`config.mk`:
```
export PLATFORM = sky130hd
export DESIGN_NAME = sss_sequencer
export DESIGN_NICKNAME = d
export VERILOG_FILES = /design/src/logic/sss_pkg.sv /design/src/logic/sss_ramp_if.sv /design/src/logic/sss_ramp.sv /design/src/logic/sss_sequencer.sv
export VERILOG_INCLUDE_DIRS = /design/src /design/src/logic
export SDC_FILE = /design/constraint.sdc
export NUM_CORES = 1
export LEC_CHECK = 0
export BUFFER_PORTS_ARGS = -buffer_cell sky130_fd_sc_hd__clkbuf_2
export CORE_UTILIZATION = 25
export CTS_BUF_LIST = sky130_fd_sc_hd__clkbuf_4
export CTS_CLUSTER_SIZE = 24
export DETAILED_ROUTE_END_ITERATION = 8
export REMOVE_ABC_BUFFERS = 1
export SETUP_SLACK_MARGIN = 0.5
export SLEW_MARGIN = 20
export SYNTH_ARGS = -nofsm -noshare
export SYNTH_HDL_FRONTEND = slang
export SYNTH_SLANG_ARGS = --single-unit
```
`constraint.sdc`:
```
create_clock -name clock_in -period 7.9 [get_ports clock_in]
set_input_delay 1.185 -clock clock_in [delete_from_list [all_inputs] [get_ports clock_in]]
set_output_delay 1.185 -clock clock_in [all_outputs]
set_load 0.05 [all_outputs]
```
`src/logic/sss_params.svh`:
```
`ifndef SSS_PARAMS_SVH
`define SSS_PARAMS_SVH

// Clock period of clock_in
`define SSS_CLK_PERIOD_NS     10
// Initial delay after leaving shutdown
`define SSS_INIT_DELAY_NS     1100000
// Hold at boot level
`define SSS_BOOT_HOLD_NS      93000
// Delay from final code to good flag
`define SSS_GOOD_DELAY_NS     93000
// Latest settled code time into the hold, advisory for the processor
`define SSS_CODE_SETTLE_NS    50000
// Reference DAC: one step is 6.25 mV, boot level 1.1 V is 176 steps
`define SSS_DAC_W             8
`define SSS_BOOT_STEPS        8'hb0
`define SSS_DAC_ZERO          8'h00
// Codes below this value are treated as off codes
`define SSS_MIN_VALID_CODE    8'h02
// Phase counter width, covers the longest delay
`define SSS_CNT_W             17
`define SSS_CNT_ZERO          17'h00000
`define SSS_CNT_ONE           17'h00001
// Number of power phases
`define SSS_PHASES            3

`endif

```
`src/logic/sss_pkg.sv`:
```
`include "sss_params.svh"

package sss_pkg;

   typedef enum logic [2:0] {
      SSS_SHUTDOWN,
      SSS_INIT_DELAY,
      SSS_FIRST_RAMP,
      SSS_BOOT_HOLD,
      SSS_SECOND_RAMP,
      SSS_GOOD_DELAY,
      SSS_RUN
   } sss_phase_t;

   typedef enum logic [1:0] {
      SSS_RAIL_NORMAL,
      SSS_RAIL_LOW_GND,
      SSS_RAIL_LOW_VCC
   } sss_rail_t;

   typedef struct packed {
      sss_phase_t                 phase;
      logic [`SSS_CNT_W-1:0]      cnt;
      logic [`SSS_DAC_W-1:0]      code;
      logic                       drives_on;
      logic                       good;
      sss_rail_t                  rail;
      logic [`SSS_PHASES-1:0]     high_side;
      logic [`SSS_PHASES-1:0]     low_side;
   } sss_top_state_t;

   typedef struct packed {
      logic [`SSS_DAC_W-1:0]      level;
   } sss_ramp_state_t;

endpackage

```
`src/logic/sss_ramp_if.sv`:
```
`timescale 1ns/1ps
`include "sss_params.svh"

interface sss_ramp_if;
   logic                       clear;
   logic                       run;
   logic                       tick;
   logic [`SSS_DAC_W-1:0]      target;
   logic [`SSS_DAC_W-1:0]      level;
   logic                       reached;

   modport ctrl (output clear, output run, output tick, output target, input level, input reached);
   modport ramp (input clear, input run, input tick, input target, output level, output reached);
endinterface

```
`src/logic/sss_ramp.sv`:
```
`timescale 1ns/1ps
`include "sss_params.svh"

module sss_ramp (
   input  wire logic   clock_in,
   input  wire logic   sys_rst_in,
   sss_ramp_if.ramp    rif
);

   sss_pkg::sss_ramp_state_t st_r;
   sss_pkg::sss_ramp_state_t st_nxt;

   always_comb begin
      st_nxt = st_r;
      if (rif.clear) begin
         st_nxt.level = `SSS_DAC_ZERO;
      end else if (rif.run && rif.tick && (st_r.level != rif.target)) begin
         if (st_r.level < rif.target) begin
            st_nxt.level = st_r.level + 8'h01;
         end else begin
            st_nxt.level = st_r.level - 8'h01;
         end
      end
   end

   always_ff @(posedge clock_in or posedge sys_rst_in) begin
      if (sys_rst_in) begin
         st_r <= '0;
      end else begin
         st_r <= st_nxt;
      end
   end

   assign rif.level   = st_r.level;
   assign rif.reached = (st_r.level == rif.target);

endmodule

```
`src/logic/sss_sequencer.sv`:
```
`timescale 1ns/1ps
`include "sss_params.svh"

module sss_sequencer #(
   parameter int unsigned INIT_DELAY_CYC =
      (`SSS_INIT_DELAY_NS + `SSS_CLK_PERIOD_NS - 1) / `SSS_CLK_PERIOD_NS,
   parameter int unsigned BOOT_HOLD_CYC  =
      (`SSS_BOOT_HOLD_NS + `SSS_CLK_PERIOD_NS - 1) / `SSS_CLK_PERIOD_NS,
   parameter int unsigned GOOD_DELAY_CYC =
      (`SSS_GOOD_DELAY_NS + `SSS_CLK_PERIOD_NS - 1) / `SSS_CLK_PERIOD_NS
) (
   input  wire logic                       clock_in,
   input  wire logic                       sys_rst_in,
   input  wire logic                       logic_por_ok_in,
   input  wire logic                       enable_ok_in,
   input  wire logic                       driver_por_ok_in,
   input  wire logic                       ss_tick_in,
   input  wire logic [`SSS_DAC_W-1:0]      target_voltage_code_in,
   input  wire logic                       feedback_node_above_ref_in,
   input  wire logic [`SSS_PHASES-1:0]     pwm_in,
   input  wire logic                       low_power_state_n_in,
   input  wire logic                       strap_to_supply_in,
   output logic [`SSS_PHASES-1:0]          high_side_drive_out,
   output logic [`SSS_PHASES-1:0]          low_side_drive_out,
   output logic [`SSS_DAC_W-1:0]           dac_level_out,
   output logic                            output_good_flag_out,
   output logic [1:0]                      ch1_low_drive_rail_out,
   output logic [2:0]                      phase_out
);

   localparam logic [`SSS_CNT_W-1:0] INIT_LAST = `SSS_CNT_W'(INIT_DELAY_CYC - 1);
   localparam logic [`SSS_CNT_W-1:0] HOLD_LAST = `SSS_CNT_W'(BOOT_HOLD_CYC - 1);
   localparam logic [`SSS_CNT_W-1:0] GOOD_LAST = `SSS_CNT_W'(GOOD_DELAY_CYC - 1);

   sss_pkg::sss_top_state_t st_r;
   sss_pkg::sss_top_state_t st_nxt;

   sss_ramp_if rif ();

   logic start_ok;
   logic in_ramp;
   logic code_valid;

   sss_ramp u_ramp (
      .clock_in   (clock_in),
      .sys_rst_in (sys_rst_in),
      .rif        (rif.ramp)
   );

   assign start_ok   = logic_por_ok_in & enable_ok_in & driver_por_ok_in;
   assign in_ramp    = (st_r.phase == sss_pkg::SSS_FIRST_RAMP) || (st_r.phase == sss_pkg::SSS_SECOND_RAMP);
   assign code_valid = (target_voltage_code_in >= `SSS_MIN_VALID_CODE);

   assign rif.tick   = ss_tick_in;
   assign rif.run    = in_ramp;
   assign rif.clear  = (st_r.phase == sss_pkg::SSS_SHUTDOWN) || (st_r.phase == sss_pkg::SSS_INIT_DELAY);
   // first ramp aims at boot level
   assign rif.target = (st_r.phase == sss_pkg::SSS_FIRST_RAMP) ? `SSS_BOOT_STEPS : st_r.code;

   always_comb begin
      st_nxt = st_r;

      if (low_power_state_n_in) begin
         st_nxt.rail = sss_pkg::SSS_RAIL_NORMAL;
      end else if (strap_to_supply_in) begin
         st_nxt.rail = sss_pkg::SSS_RAIL_LOW_VCC;
      end else begin
         st_nxt.rail = sss_pkg::SSS_RAIL_LOW_GND;
      end

      if (!start_ok) begin
         st_nxt.phase     = sss_pkg::SSS_SHUTDOWN;
         st_nxt.cnt       = `SSS_CNT_ZERO;
         st_nxt.drives_on = 1'b0;
         st_nxt.good      = 1'b0;
      end else begin
         unique case (st_r.phase)
            sss_pkg::SSS_SHUTDOWN: begin
               st_nxt.phase     = sss_pkg::SSS_INIT_DELAY;
               st_nxt.cnt       = `SSS_CNT_ZERO;
               st_nxt.drives_on = 1'b0;
               st_nxt.good      = 1'b0;
            end
            sss_pkg::SSS_INIT_DELAY: begin
               if (st_r.cnt == INIT_LAST) begin
                  st_nxt.phase = sss_pkg::SSS_FIRST_RAMP;
                  st_nxt.cnt   = `SSS_CNT_ZERO;
               end else begin
                  st_nxt.cnt = st_r.cnt + `SSS_CNT_ONE;
               end
            end
            sss_pkg::SSS_FIRST_RAMP: begin
               if (rif.reached) begin
                  st_nxt.phase = sss_pkg::SSS_BOOT_HOLD;
                  st_nxt.cnt   = `SSS_CNT_ZERO;
               end
            end
            sss_pkg::SSS_BOOT_HOLD: begin
               if (st_r.cnt == HOLD_LAST) begin
                  if (code_valid) begin
                     st_nxt.code  = target_voltage_code_in;
                     st_nxt.phase = sss_pkg::SSS_SECOND_RAMP;
                     st_nxt.cnt   = `SSS_CNT_ZERO;
                  end
               end else begin
                  st_nxt.cnt = st_r.cnt + `SSS_CNT_ONE;
               end
            end
            sss_pkg::SSS_SECOND_RAMP: begin
               if (rif.reached) begin
                  st_nxt.phase     = sss_pkg::SSS_GOOD_DELAY;
                  st_nxt.cnt       = `SSS_CNT_ZERO;
                  st_nxt.drives_on = 1'b1;
               end
            end
            sss_pkg::SSS_GOOD_DELAY: begin
               if (st_r.cnt == GOOD_LAST) begin
                  st_nxt.phase = sss_pkg::SSS_RUN;
                  st_nxt.good  = 1'b1;
               end else begin
                  st_nxt.cnt = st_r.cnt + `SSS_CNT_ONE;
               end
            end
            sss_pkg::SSS_RUN: begin
               st_nxt.good = 1'b1;
            end
            default: begin
               st_nxt.phase = sss_pkg::SSS_SHUTDOWN;
            end
         endcase

         if ((in_ramp || st_r.phase == sss_pkg::SSS_BOOT_HOLD) && !feedback_node_above_ref_in) begin
            st_nxt.drives_on = 1'b1;
         end
      end

      st_nxt.high_side = {`SSS_PHASES{st_nxt.drives_on}} & pwm_in;
      st_nxt.low_side  = {`SSS_PHASES{st_nxt.drives_on}} & ~pwm_in;
   end

   always_ff @(posedge clock_in or posedge sys_rst_in) begin
      if (sys_rst_in) begin
         st_r <= '0;
      end else begin
         st_r <= st_nxt;
      end
   end

   assign high_side_drive_out    = st_r.high_side;
   assign low_side_drive_out     = st_r.low_side;
   assign dac_level_out          = rif.level;
   assign output_good_flag_out   = st_r.good;
   assign ch1_low_drive_rail_out = st_r.rail;
   assign phase_out              = st_r.phase;

endmodule

```
---- Yosys cells after proc, flatten, opt, wreduce, memory -nomap -nowiden ----
Cells that the tools add are included.
word-level totals
  logic and storage cells ................. 77
  register bits after elaboration ......... 46
  output and inout port bits .............. 20
cells by class
  equal/unequal tests ..................... 21
  bitwise gates (word level) .............. 5
  reductions and logical operators ........ 13
  $lt $le $gt $ge ......................... 2
  multiplexer cells ....................... 24
  $add $sub $neg .......................... 3
operator list
  kind                                                    count
  case mux 17 bit (6 select lines)                        1
  2-to-1 mux 20 bit                                       3
  2-to-1 mux 17 bit                                       3
  2-to-1 mux 8 bit                                        4
  2-to-1 mux 28 bit                                       1
  case mux 3 bit (7 select lines)                         1
  != test 3 bit (second input constant)                   6
  adder 17 x 1 -> 17 bit (second input constant)          1
  equality test 17 x 14 -> 1 bit (second input constant)  1
  equality test 17 bit (second input constant)            1
  equality test 3 bit (second input constant)             3
  2-to-1 mux 3 bit                                        3
  adder 8 x 1 -> 8 bit (second input constant)            1
  equality test 8 bit                                     1
  >= comparator 8 x 2 -> 1 bit (second input constant)    1
  < comparator 8 bit                                      1
  != test 8 bit                                           1
  subtractor 8 x 1 -> 8 bit (second input constant)       1
  != test 7 x 1 -> 1 bit (second input constant)          1
  AND reduction 7 bit                                     1
  bitwise AND 3 bit                                       2
  equality test 3 x 2 -> 1 bit (second input constant)    2
  2-to-1 mux 2 bit                                        3
  AND reduction 5 bit                                     1
  other kinds (17)                                        24

---- Longest topological paths before layout ----
Gate-level depths: netlist of the first run.
  word-level depth ........................ 8
  mapped depth ............................ 17
  depth with buffers taken out ............ 16

---- By module ----
Synthesis of the first run repeated with hierarchy kept, for this count alone.
second synthesis, totals
  cell total of the unflattened synthesis .. 330
  area, all modules ....................... 3115.5 µm²
by module, submodules not included
  module         seq. area each (µm²)  area each (µm²)  cells each  times used
  sss_sequencer  950.9                 2268.4           236         1
  sss_ramp       200.2                 847.1            94          1

---- Worst setup path before layout of the first run ----
No wires, ideal clock.
  kind .................................... reg-to-reg
  from .................................... register st_r (netlist bit phase_out[1])
  to ...................................... register u_ramp.st_r (netlist bit u_ramp.rif.level[7])
  arrival ................................. 3763 ps
  cell stages (with the launch flop) ...... 17
  setup slack ............................. 4057 ps
  period minus slack after synthesis ...... 3843 ps
  required time ........................... 7820 ps
  cell sequence ........................... dfrtp_1 -> buf_1 -> inv_1 -> or3_1 -> nand2_1 -> ha_1 -> nor2b_1 -> o211ai_1 -> a21oi_1 -> or3_1 -> ha_1 -> nand3_1 -> o211ai_1 -> o41ai_1 -> or4_1 -> a21oi_1 -> a2bb2oi_1
between the ends
  cells in the longest elaborated chain, start to end .. 6
  elaborated cells on any way between the ends .. 15
RTL lines
  what                          RTL line                                  source
  start, declared               sss_sequencer.sv:35                       sss_pkg::sss_top_state_t st_r;
  start signal, assigned        sss_sequencer.sv:145                      st_r <= st_nxt;
  equality test 3 x 2 -> 1 bit  sss_sequencer.sv:51, sss_sequencer.sv:58
  2-to-1 mux 8 bit              sss_sequencer.sv:58                       assign rif.target = (st_r.phase == sss_pkg::SSS_FIRST_RAMP) ? `SSS_BOOT_STEPS : st_r.code;
  < comparator 8 bit            sss_ramp.sv:18                            if (st_r.level < rif.target) begin
  2-to-1 mux 8 bit              sss_ramp.sv:18
  2-to-1 mux 8 bit              sss_ramp.sv:17                            end else if (rif.run && rif.tick && (st_r.level != rif.target)) begin
  2-to-1 mux 8 bit              sss_ramp.sv:15                            if (rif.clear) begin
  end signal, assigned          sss_ramp.sv:30                            st_r <= st_nxt;
  end, declared                 sss_ramp.sv:10                            sss_pkg::sss_ramp_state_t st_r;
Several ways; a longest one is shown, not always the timed one. The select of a mux whose other input is x is not followed.
A chain may end at the register's enable or synchronous reset.

---- Worst setup path in the final report of the first run ----
  from .................................... register st_r (netlist bit phase_out[1])
  to ...................................... register u_ramp.st_r (netlist bit u_ramp.rif.level[6])
The elaborated chain is that of the path after synthesis.

==> results of run 1 <==
[state kept, by name (all words and copies together) (netlist names)]
signal,flops
ch1_low_drive_rail_out,2
high_side_drive_out,3
low_side_drive_out,3
output_good_flag_out,1
phase_out,3
st_r,26
u_ramp.rif.level,8
[power by group through the flow]
stage | combinational [mW] | sequential (mW) | clock [mW]
CTS | 0.0263 | 0.238 | 0.183
global placement | 0.0259 | 0.242 | 0
floorplan | 0.0127 | 0.245 | 0
detailed placement | 0.0263 | 0.242 | 0
global route | 0.0294 | 0.238 | 0.190
finish | 0.0258 | 0.238 | 0.178
[per-layer routing]
metal,wire (um),global-route usage (%)
met5,0,0
met4,82,3.38
met3,192,1.55
met2,3020,19.4
met1,3220,15.3
[kinds of logic after synthesis]
kind of cell,after synthesis
flops,46
compound gates,78
simple gates,120
xor+xnor,4
fa+ha+maj,16
buf+inv,31
mux,10
[Yosys cell counts (all sizes together) (4+ instances only)]
| cell type | n | area, sq um |
|---|---|---|
| a21boi | 4 | 30.0 |
| a21oi | 17 | 85.1 |
| and2 | 8 | 50.1 |
| and4 | 4 | 35.0 |
| buf | 16 | 114 |
| dfrtp | 46 | 1150 |
| ha | 15 | 188 |
| inv | 12 | 45.0 |
| mux2 | 8 | 90.1 |
| nand2 | 24 | 90.1 |
| nand2b | 5 | 31.3 |
| nand3 | 20 | 100 |
| nor2 | 22 | 82.6 |
| nor2b | 8 | 50.1 |
| nor3 | 5 | 25.0 |
| nor4 | 5 | 61.3 |
| o21ai | 24 | 120 |
| o31ai | 13 | 97.6 |
| o41ai | 4 | 35.0 |
| xor2 | 4 | 35.0 |
[area by class of cell]
class,instances,share of cell area (%)
Inverter,12,1.45
Timing Repair Buffer,39,6.11
Tap cell,140,5.48
Multi-Input combinational cell,228,47.7
Sequential cell,46,36.0
Clock buffer,5,1.18
Clock inverter,3,2.00
[through the flow]
step / hold WS (ns) / cell area [sq um] / cells / setup WS (ns)
final: 0.532 / 3190 / 473 / 3.77
after global routing: 0.546 / 3190 / 473 / 3.48
after CTS: 0.533 / 3190 / 473 / 3.80
after detailed placement: 0.501 / 3090 / 465 / 3.82
after global placement: 0.496 / 3090 / 465 / 3.94
after floorplan: 0.455 / 2720 / 286 / 3.84
[worst min path at each step]
stage	cells past startpoint	to	startpoint	slack, ns
6_report	1	st_r[17]$_DFFE_PP0P_	st_r[17]$_DFFE_PP0P_	0.53
5_1_grt	1	st_r[34]$_DFFE_PP0P_	st_r[34]$_DFFE_PP0P_	0.55
4_1_cts	1	st_r[15]$_DFFE_PP0P_	st_r[15]$_DFFE_PP0P_	0.53
3_5_place_dp	1	st_r[15]$_DFFE_PP0P_	st_r[15]$_DFFE_PP0P_	0.50
3_3_place_gp	1	st_r[17]$_DFFE_PP0P_	st_r[17]$_DFFE_PP0P_	0.50
2_1_floorplan	1	st_r[34]$_DFFE_PP0P_	st_r[34]$_DFFE_PP0P_	0.45
==> flow_metrics.env, run 1 <==
export IMPL_status="complete, no violations"
export IMPL_multi_input_area_sq_um=1530
export IMPL_finalClockSkew_ns=0.0130
export IMPL_vias=2396
export IMPL_wl_per_cell_um=13.8
export IMPL_htreeDepth=2
export IMPL_insertion_delay_ns=0.37
export IMPL_clockPowerShare_pct=40.4
export IMPL_critPathLaunch="phase_out[1]$_DFFE_PP0P_"
export IMPL_ir_worst_vdd_v=0.0000793
export IMPL_cts_setup_buffers=0
export IMPL_switching_share_pct=22.5
export IMPL_yosys_warnings=0
export IMPL_area_delta_synth_final_pct=12.2
export IMPL_leakagePower_nw=1.42
export IMPL_grt_total_usage_pct=11.5
export IMPL_die_y_um=109
export IMPL_worstPathCellList="inv_1 -> or3_1 -> nand2_1 -> ha_1 -> nor2b_1 -> o211ai_1 -> a21oi_1 -> or3_1 -> ha_1 -> nor2b_1 -> o21ai_0 -> a21boi_0 -> o21a_1 -> o21a_1 -> o31ai_1"
export IMPL_dieArea_sq_um=11800
export IMPL_std_cell_rows=38
export IMPL_synthXorXnorAreaFrac_pct=1.23
export IMPL_rsz0062_at_grt="no"
export IMPL_cts_sinks=46
export IMPL_final_cell_mix="dfrtp_1 (46), clkbuf_2 (39), nand2_1 (24)"
export IMPL_tns_ns=0
export IMPL_final_common_cell="dfrtp_1"
export IMPL_die_x_um=109
export IMPL_grt_max_degree=47
export IMPL_critical_path_class="flop to flop"
export IMPL_place_hpwl_um=4730
export IMPL_clock_path_buffers=2
export IMPL_cp_arrival_ns=4.41
export IMPL_synth_edf_count=0
export IMPL_p_sw_mw=0.0994
export IMPL_worst_slew_pin_slew_ns=0.903
export IMPL_critPathSlowestCell="dfrtp_1"
export IMPL_max_slew_margin_pct=39.4
export IMPL_r2r_cells=15
export IMPL_grt_overflow=0
export IMPL_final_period_utilization_pct=52.3
export IMPL_avgSynthCellArea_sq_um=9.33
export IMPL_synthArstFlopShare_pct=100
export IMPL_critPathRequiredTime_ns=8.17
export IMPL_finalSetupViolations=0
export IMPL_hold_violations=0
export IMPL_p_total_mw=0.442
export IMPL_cts_clk_slew_worst_paths_ns=0.14
export IMPL_worst_setup_path_end_kind="flop"
export IMPL_fill_cells=1142
export IMPL_crit_cells=15
export IMPL_crit_path_end="u_ramp.rif.level[6]$_DFFE_PP0P_"
export IMPL_synthDistinctLibCells=49
export IMPL_power_frac_comb_pct=5.8
export IMPL_seq_power_share_pct=53.8
export IMPL_drt_iter0_markers=87
export IMPL_synth_main_ff_cell="dfrtp_1"
export IMPL_p_per_area_nw_per_um2=138
export IMPL_maxSlewViolCount=0
export IMPL_wirelength_um=6510
export IMPL_antenna_found_initial=0
export IMPL_drive_above_1_share_pct=18.0
export IMPL_seqCellArea_sq_um=1150
export IMPL_rrSetupSlack_ns=3.77
export IMPL_startpoint_type="flop"
export IMPL_firstDrtPassIters=4
export IMPL_synth_top_family_by_area="simple AND/OR/NAND/NOR gates"
export IMPL_viasPerCell=5.07
export IMPL_p_int_mw=0.343
export IMPL_synth_area_sq_um=2850
export IMPL_io_buffers=39
export IMPL_ys_seq_area_share_pct=40.4
export IMPL_hold_class="flop to flop"
export IMPL_clockRootBuffer="clkbuf_4"
export IMPL_core_area_sq_um=11000
export IMPL_synth_compound_area_share_pct=17.4
export IMPL_initial_core_util_pct=25.9
export IMPL_drc=0
export IMPL_cp_max_fo=14
export IMPL_r2r_start="phase_out[1]$_DFFE_PP0P_"
export IMPL_ys_seq_elements=46
export IMPL_final_util_pct=29.1
export IMPL_nNetsFinal=368
export IMPL_routabilityCongestion=0.853
export IMPL_tritoncts="done"
export IMPL_numCtsBuffers=5
export IMPL_synthCells=305
export IMPL_synth_area_mux_share_pct=3.87
export IMPL_grt_pass1_vias=2346
export IMPL_synth_simple_gate_area_share_pct=23.8
export IMPL_antenna_left=0
export IMPL_cts_resized=0
export IMPL_critPathMaxStageDelay_ns=0.63
export IMPL_cts_hold_buffers=0
export IMPL_grt_pass1_wl_um=10800
export IMPL_synthAdderAreaFrac_pct=7.30
export IMPL_timing_final_crit_period_ns=4.13
export IMPL_crit_buf_inv=1
export IMPL_fmax_ghz=0.242
export IMPL_crit_family="simple AND/OR/NAND/NOR gates"
export IMPL_r2r_end="u_ramp.rif.level[6]$_DFFE_PP0P_"
export IMPL_ioPinCount=40
export IMPL_maxCapViolCount=0
export IMPL_num_antenna_cells=0
No activity file was read; power rests on OpenSTA's default activity.
==> inputs of run 2 (changes only) <==
--- a/config.mk
+++ b/config.mk
@@ -6,6 +6,7 @@
 export SDC_FILE = /design/constraint.sdc
 export NUM_CORES = 1
 export LEC_CHECK = 0
+export ABC_AREA = 1
 export BUFFER_PORTS_ARGS = -buffer_cell sky130_fd_sc_hd__clkbuf_2
 export CORE_UTILIZATION = 25
 export CTS_BUF_LIST = sky130_fd_sc_hd__clkbuf_4
==> constraint.sdc (replaced) <==
create_clock -name clock_in -period 3.9 [get_ports clock_in]
set_input_delay 0.585 -clock clock_in [delete_from_list [all_inputs] [get_ports clock_in]]
set_output_delay 0.585 -clock clock_in [all_outputs]
set_load 0.05 [all_outputs]
==> flow_metrics.env, run 2 <==
export IMPL_die_x_um=116
export IMPL_yosysTopAreaCellShare_pct=35.7
export IMPL_ys_top_cells_by_area="dfrtp_1 (36%), nand2_1 (16%), inv_1 (7.7%), ha_1 (5.8%), nor2_1 (5.8%)"
export IMPL_critPathMostFrequentCell="nand2_1"
export IMPL_drt_iter0_markers=120
export IMPL_synthCells=458
export IMPL_num_antenna_cells=0
export IMPL_finalSetupViolations=0
export IMPL_hold_class="input port to async pin"
export IMPL_use_met1_pct=14.7
export IMPL_htreeDepth=2
export IMPL_p_sw_mw=0.214
export IMPL_cp_arrival_ns=3.22
export IMPL_antenna_left=0
export IMPL_max_slew_margin_pct=44.6
export IMPL_place_hpwl_um=5840
export IMPL_nNetsFinal=523
export IMPL_finalClockSkew_ns=0.0176
export IMPL_power_frac_comb_pct=7.6
export IMPL_worst_setup_path_end_kind="flop"
export IMPL_synth_simple_gate_area_share_pct=34.2
export IMPL_synth_compound_area_share_pct=8.73
export IMPL_regMostFlops="st_r"
export IMPL_yosysMostFrequentCell="nand2_1"
export IMPL_fmax_ghz=0.339
export IMPL_synth_edf_count=0
export IMPL_seq_power_share_pct=56.9
export IMPL_yosys_warnings=0
export IMPL_timing_final_crit_period_ns=2.95
export IMPL_p_per_area_nw_per_um2=236
export IMPL_drc=0
export IMPL_final_cell_mix="nand2_1 (136), inv_1 (65), nor2_1 (50)"
export IMPL_io_buffers=39
export IMPL_viasPerCell=4.44
export IMPL_maxSlewViolCount=0
export IMPL_r2r_cells=17
export IMPL_synthDistinctLibCells=36
export IMPL_status="complete, no violations"
export IMPL_synth_main_ff_cell="dfrtp_1"
export IMPL_synth_area_mux_share_pct=0
export IMPL_final_util_pct=28.4
export IMPL_final_period_utilization_pct=75.6
export IMPL_tritoncts="done"
export IMPL_ys_seq_area_share_pct=35.7
export IMPL_routabilityCongestion=0.919
export IMPL_final_common_cell="nand2_1"
export IMPL_yosysTopAreaCell="dfrtp_1"
export IMPL_clock_path_buffers=2
export IMPL_worst_slew_pin_slew_ns=0.831
export IMPL_critPathRequiredTime_ns=4.18
export IMPL_ir_worst_vdd_v=0.000108
export IMPL_ys_seq_elements=46
export IMPL_startpoint_type="flop"
export IMPL_crit_cells=17
export IMPL_grt_busiest_layer="met2"
export IMPL_synthXorXnorAreaFrac_pct=2.72
export IMPL_cts_resized=0
export IMPL_switching_share_pct=25.4
export IMPL_cts_sinks=46
export IMPL_vias=2929
export IMPL_critical_path_class="flop to flop"
export IMPL_drive_above_1_share_pct=15.6
export IMPL_critPathMaxStageDelay_ns=0.49
export IMPL_grt_pass1_wl_um=12700
export IMPL_tns_ns=0
export IMPL_critPathSlowestCell="dfrtp_1"
export IMPL_rrSetupSlack_ns=0.95
export IMPL_ioPinCount=40
export IMPL_rsz0062_at_grt="no"
export IMPL_hold_violations=0
export IMPL_die_y_um=116
export IMPL_synthAdderAreaFrac_pct=6.44
export IMPL_antenna_found_initial=0
export IMPL_core_area_sq_um=12600
export IMPL_cts_setup_buffers=0
export IMPL_clockRootBuffer="clkbuf_4"
export IMPL_clockPowerShare_pct=35.5
export IMPL_grt_total_usage_pct=11.9
export IMPL_grt_pass1_vias=2790
export IMPL_cts_clk_slew_worst_paths_ns=0.15
export IMPL_initial_core_util_pct=25.5
export IMPL_wl_per_cell_um=11.3
export IMPL_worstPathCellList="inv_2 -> nand3_4 -> nand2_1 -> inv_1 -> ha_1 -> nand2_1 -> nor2_1 -> nand2_1 -> nand2_1 -> inv_1 -> fa_1 -> inv_1 -> nand4_1 -> nand3_1 -> a21oi_1 -> o21ai_0 -> nand2_1"
export IMPL_synth_top_family_by_area="simple AND/OR/NAND/NOR gates"
export IMPL_insertion_delay_ns=0.37
export IMPL_cts_hold_buffers=0
export IMPL_p_int_mw=0.631
export IMPL_avgSynthCellArea_sq_um=7.04
export IMPL_firstDrtPassIters=4
export IMPL_largest_reg_flops=26
export IMPL_cp_max_fo=10
export IMPL_grtUsageMet3_pct=2.41
export IMPL_maxCapViolCount=0
export IMPL_synth_area_sq_um=3220
export IMPL_use_met2_pct=20.9
export IMPL_wirelength_um=7450
export IMPL_numCtsBuffers=5
export IMPL_area_delta_synth_final_pct=11.3
export IMPL_synth_commonest_cells="nand2_1 (136), inv_1 (66), nor2_1 (50), dfrtp_1 (46), nand3_1 (35)"
export IMPL_grt_overflow=0
export IMPL_std_cell_rows=41
export IMPL_crit_buf_inv=4
export IMPL_synthArstFlopShare_pct=100
export IMPL_crit_family="simple AND/OR/NAND/NOR gates"
export IMPL_grt_max_degree=47
export IMPL_leakagePower_nw=1.96
export IMPL_dieArea_sq_um=13400
run 2: final cells by class:
class,instances,area (sq um)
sequential,46,1150
fill,1393,9030
inverter,71,268
clock buffer,5,37.5
timing repair buffer,39,195
tap,172,215
clock inverter,3,40.0
multi-input combinational,324,1680
run 2: final timing paths:
kind	startpoint	to
worst max-delay path	phase_out[0]$_DFFE_PP0P_	u_ramp.rif.level[6]$_DFFE_PP0P_
min in group clock_in	pwm_in[2]	low_side_drive_out[2]$_DFF_PP0_
worst min register to register	st_r[17]$_DFFE_PP0P_	st_r[17]$_DFFE_PP0P_
max in group asynchronous	sys_rst_in	st_r[24]$_DFFE_PP0P_
worst min-delay path	sys_rst_in	high_side_drive_out[2]$_DFF_PP0_
worst max register to register	phase_out[0]$_DFFE_PP0P_	u_ramp.rif.level[6]$_DFFE_PP0P_
run 2: worst reg2reg max path, delay by kind of cell, from the launching register on:
family                     cells  cell delay (ns)
AOI/OAI and AO/OA              2             0.15
adders and majority gates      2             0.69
buffers and inverters          4             0.38
DFF                            1             0.49
and+or+nand+nor                9             1.14
run 2: per-stage QoR:
step                instance area (sq um)  std cells  hold WS [ns]  setup WS, ns  power (mW)
floorplan                            3100        441         0.442          1.03       0.531
global placement                     3510        652         0.458          1.08       0.554
detailed placement                   3510        652         0.462         0.972       0.556
CTS                                  3590        660         0.340         0.943       0.861
global route                         3590        660         0.340         0.665       0.885
finish                               3590        660         0.307         0.952       0.845
run 2: layer usage:
layer / up-vias / share of wire (%) / wire, um
met5: - / 0 / 0
met4: 0 / 1.7 / 124
met3: 10 / 5.1 / 377
met2: 60 / 49 / 3620
met1: 1368 / 45 / 3330
li1: 1491 / - / -
run 2: cell families (layout without fill, tap and decap cells):
kind of cell               after synthesis  count (layout)
AOI/OAI and AO/OA                       47              47
and+or+nand+nor                        251             251
buffers and inverters                   88             118
DFF                                     46              46
adders and majority gates               16              16
xor gates and xnor gates                10              10
run 2: power by group through the flow:
stage / Combinational (mW) / Clock [mW] / Sequential [mW]
3_3_place_gp: 0.0645 / 0 / 0.490
4_1_cts: 0.0661 / 0.314 / 0.481
6_report: 0.0644 / 0.300 / 0.481
5_1_grt: 0.0731 / 0.330 / 0.482
2_1_floorplan: 0.0336 / 0 / 0.497
3_5_place_dp: 0.0660 / 0 / 0.490
==> inputs of run 3 (changes only) <==
==> constraint.sdc (replaced) <==
create_clock -name clock_in -period 2.5 [get_ports clock_in]
set_input_delay 0.375 -clock clock_in [delete_from_list [all_inputs] [get_ports clock_in]]
set_output_delay 0.375 -clock clock_in [all_outputs]
set_load 0.05 [all_outputs]
==> flow_metrics.env, run 3 (synthesis results as in run 2) <==
export IMPL_ir_worst_vdd_v=0.000155
export IMPL_setup_ws_ns=-0.0267
export IMPL_worstPathCellList="inv_2 -> nand3_4 -> buf_6 -> nand2_4 -> ha_4 -> nand2_1 -> nand2_1 -> nand2_1 -> nand2_1 -> nand2_2 -> nand2_8 -> ha_4 -> buf_4 -> nand2_2 -> inv_1 -> a21oi_2 -> xor2_1 -> o21ai_1"
export IMPL_critical_path_class="flop to flop"
export IMPL_violations="negative setup slack"
export IMPL_vias=3155
export IMPL_place_worst_setup_slack_ns=-0.194
export IMPL_final_common_cell="nand2_1"
export IMPL_met2_wirelength_um=4600
export IMPL_fin_area_sq_um=4260
export IMPL_ioPinCount=40
export IMPL_cp_max_fo=8
export IMPL_largest_reg_flops=26
export IMPL_std_cell_rows=41
export IMPL_drive_above_1_share_pct=31.8
export IMPL_fmax_ghz=0.396
export IMPL_area_delta_synth_final_pct=32.3
export IMPL_initial_core_util_pct=25.5
export IMPL_htreeDepth=2
export IMPL_antenna_left=0
export IMPL_grt_total_usage_pct=13.8
export IMPL_wl_per_cell_um=12.3
export IMPL_viasPerCell=4.51
export IMPL_critPathMaxStageDelay_ns=0.43
export IMPL_r2r_start="phase_out[0]$_DFFE_PP0P_"
export IMPL_drc=0
export IMPL_die_x_um=116
export IMPL_io_buffers=39
export IMPL_dieArea_sq_um=13400
export IMPL_whs_ns=0.0159
export IMPL_placed_area_sq_um=3680
export IMPL_worst_slew_pin_slew_ns=0.605
export IMPL_grt_pass1_vias=3067
export IMPL_die_y_um=116
export IMPL_critPathSlowestCell="dfrtp_1"
export IMPL_regMostFlops="st_r"
export IMPL_finalSetupViolations=2
export IMPL_hold_class="input port to async pin"
export IMPL_antenna_found_initial=0
export IMPL_place_hpwl_um=6130
export IMPL_p_per_area_nw_per_um2=299
export IMPL_rsz0062_at_grt="yes"
export IMPL_instances_no_fill=700
export IMPL_p_total_mw=1.27
export IMPL_status="complete, but fails checks"
export IMPL_r2r_end="u_ramp.rif.level[5]$_DFFE_PP0P_"
export IMPL_tns_ns=-0.0489
export IMPL_num_antenna_cells=0
export IMPL_routabilityCongestion=0.913
export IMPL_insertion_delay_ns=0.38
export IMPL_cts_clk_slew_worst_paths_ns=0.15
export IMPL_critPathRequiredTime_ns=2.79
export IMPL_rrSetupSlack_ns=-0.03
export IMPL_critPathMostFrequentCell="nand2_1"
export IMPL_wirelength_um=8620
export IMPL_clockRootBuffer="clkbuf_4"
export IMPL_nNetsFinal=563
export IMPL_numCtsBuffers=5
export IMPL_cp_arrival_ns=2.81
export IMPL_maxCapViolCount=0
export IMPL_post_place_cells=675
export IMPL_tritoncts="done"
export IMPL_final_period_utilization_pct=101
export IMPL_critPathLaunch="phase_out[0]$_DFFE_PP0P_"
export IMPL_max_slew_margin_pct=59.6
export IMPL_finalClockSkew_ns=0.0239
export IMPL_cts_hold_buffers=0
export IMPL_grt_overflow=0
export IMPL_hold_violations=0
export IMPL_drt_iter0_markers=201
export IMPL_clock_path_buffers=2
export IMPL_crit_path_end="u_ramp.rif.level[5]$_DFFE_PP0P_"
export IMPL_routedLengthMet1_um=3650
export IMPL_cts_sinks=46
export IMPL_wl_met3_um=295
export IMPL_maxSlewViolCount=0
export IMPL_firstDrtPassIters=4
export IMPL_core_area_sq_um=12600
export IMPL_worst_setup_path_end_kind="flop"
export IMPL_routed_top_layer="met4"
export IMPL_grt_max_degree=27
export IMPL_leakagePower_nw=2.21
export IMPL_grt_pass1_wl_um=14500
export IMPL_timing_final_crit_period_ns=2.53
export IMPL_final_util_pct=33.8
export IMPL_r2r_cells=18
export IMPL_startpoint_type="flop"
export IMPL_final_cell_mix="nand2_1 (120), inv_1 (57), nor2_1 (46), dfrtp_1 (46), clkbuf_2 (39)"
## run 3: critical path, delay by kind of cell, from the launching register on
kind	cells	cell delay, ns
compound gates	2	0.20
simple gates	9	0.70
fa+ha+maj	2	0.46
buf+inv	4	0.43
flops	1	0.43
xor+xnor	1	0.20
## run 3: final cells by class
| class | instances | area [sq um] |
|---|---|---|
| Clock buffer | 6 | 45.0 |
| Multi-Input combinational cell | 325 | 2030 |
| Inverter | 71 | 274 |
| Sequential cell | 46 | 1150 |
| Timing Repair Buffer | 78 | 533 |
| Fill cell | 1336 | 8360 |
| Tap cell | 172 | 215 |
| Clock inverter | 2 | 13.8 |
## run 3: metal layers
metal	global-route usage [%]	up-vias
li1	-	1573
met1	15.9	1511
met2	25.9	62
met3	2.62	9
met4	3.38	0
met5	0	-
## run 3: worst min-delay path by stage
stage                                    start                             endpoint  slack (ns)  depth (start not counted)
after detailed placement            sys_rst_in      low_side_drive_out[2]$_DFF_PP0_        0.47                          2
after CTS                           sys_rst_in      low_side_drive_out[2]$_DFF_PP0_        0.03                          2
after global routing                sys_rst_in      low_side_drive_out[2]$_DFF_PP0_        0.04                          2
after global placement    st_r[17]$_DFFE_PP0P_                 st_r[17]$_DFFE_PP0P_        0.46                          2
after floorplan             strap_to_supply_in  ch1_low_drive_rail_out[0]$_DFF_PP0_        0.44                          1
final                               sys_rst_in      low_side_drive_out[2]$_DFF_PP0_        0.02                          2
## run 3: repair_timing
action / CTS / global route
setup endpoints to repair: 28 / 35
pin swaps: 25 / 18
cloned: 2 / 0
gates resized for setup: 58 / 27
buffers inserted: 11 / 4
## run 3: report_power, final
part           internal (mW)  total (mW)  switching, mW
combinational         0.0502       0.135         0.0853
clock                  0.122       0.389          0.268
sequential             0.748       0.749        0.00148
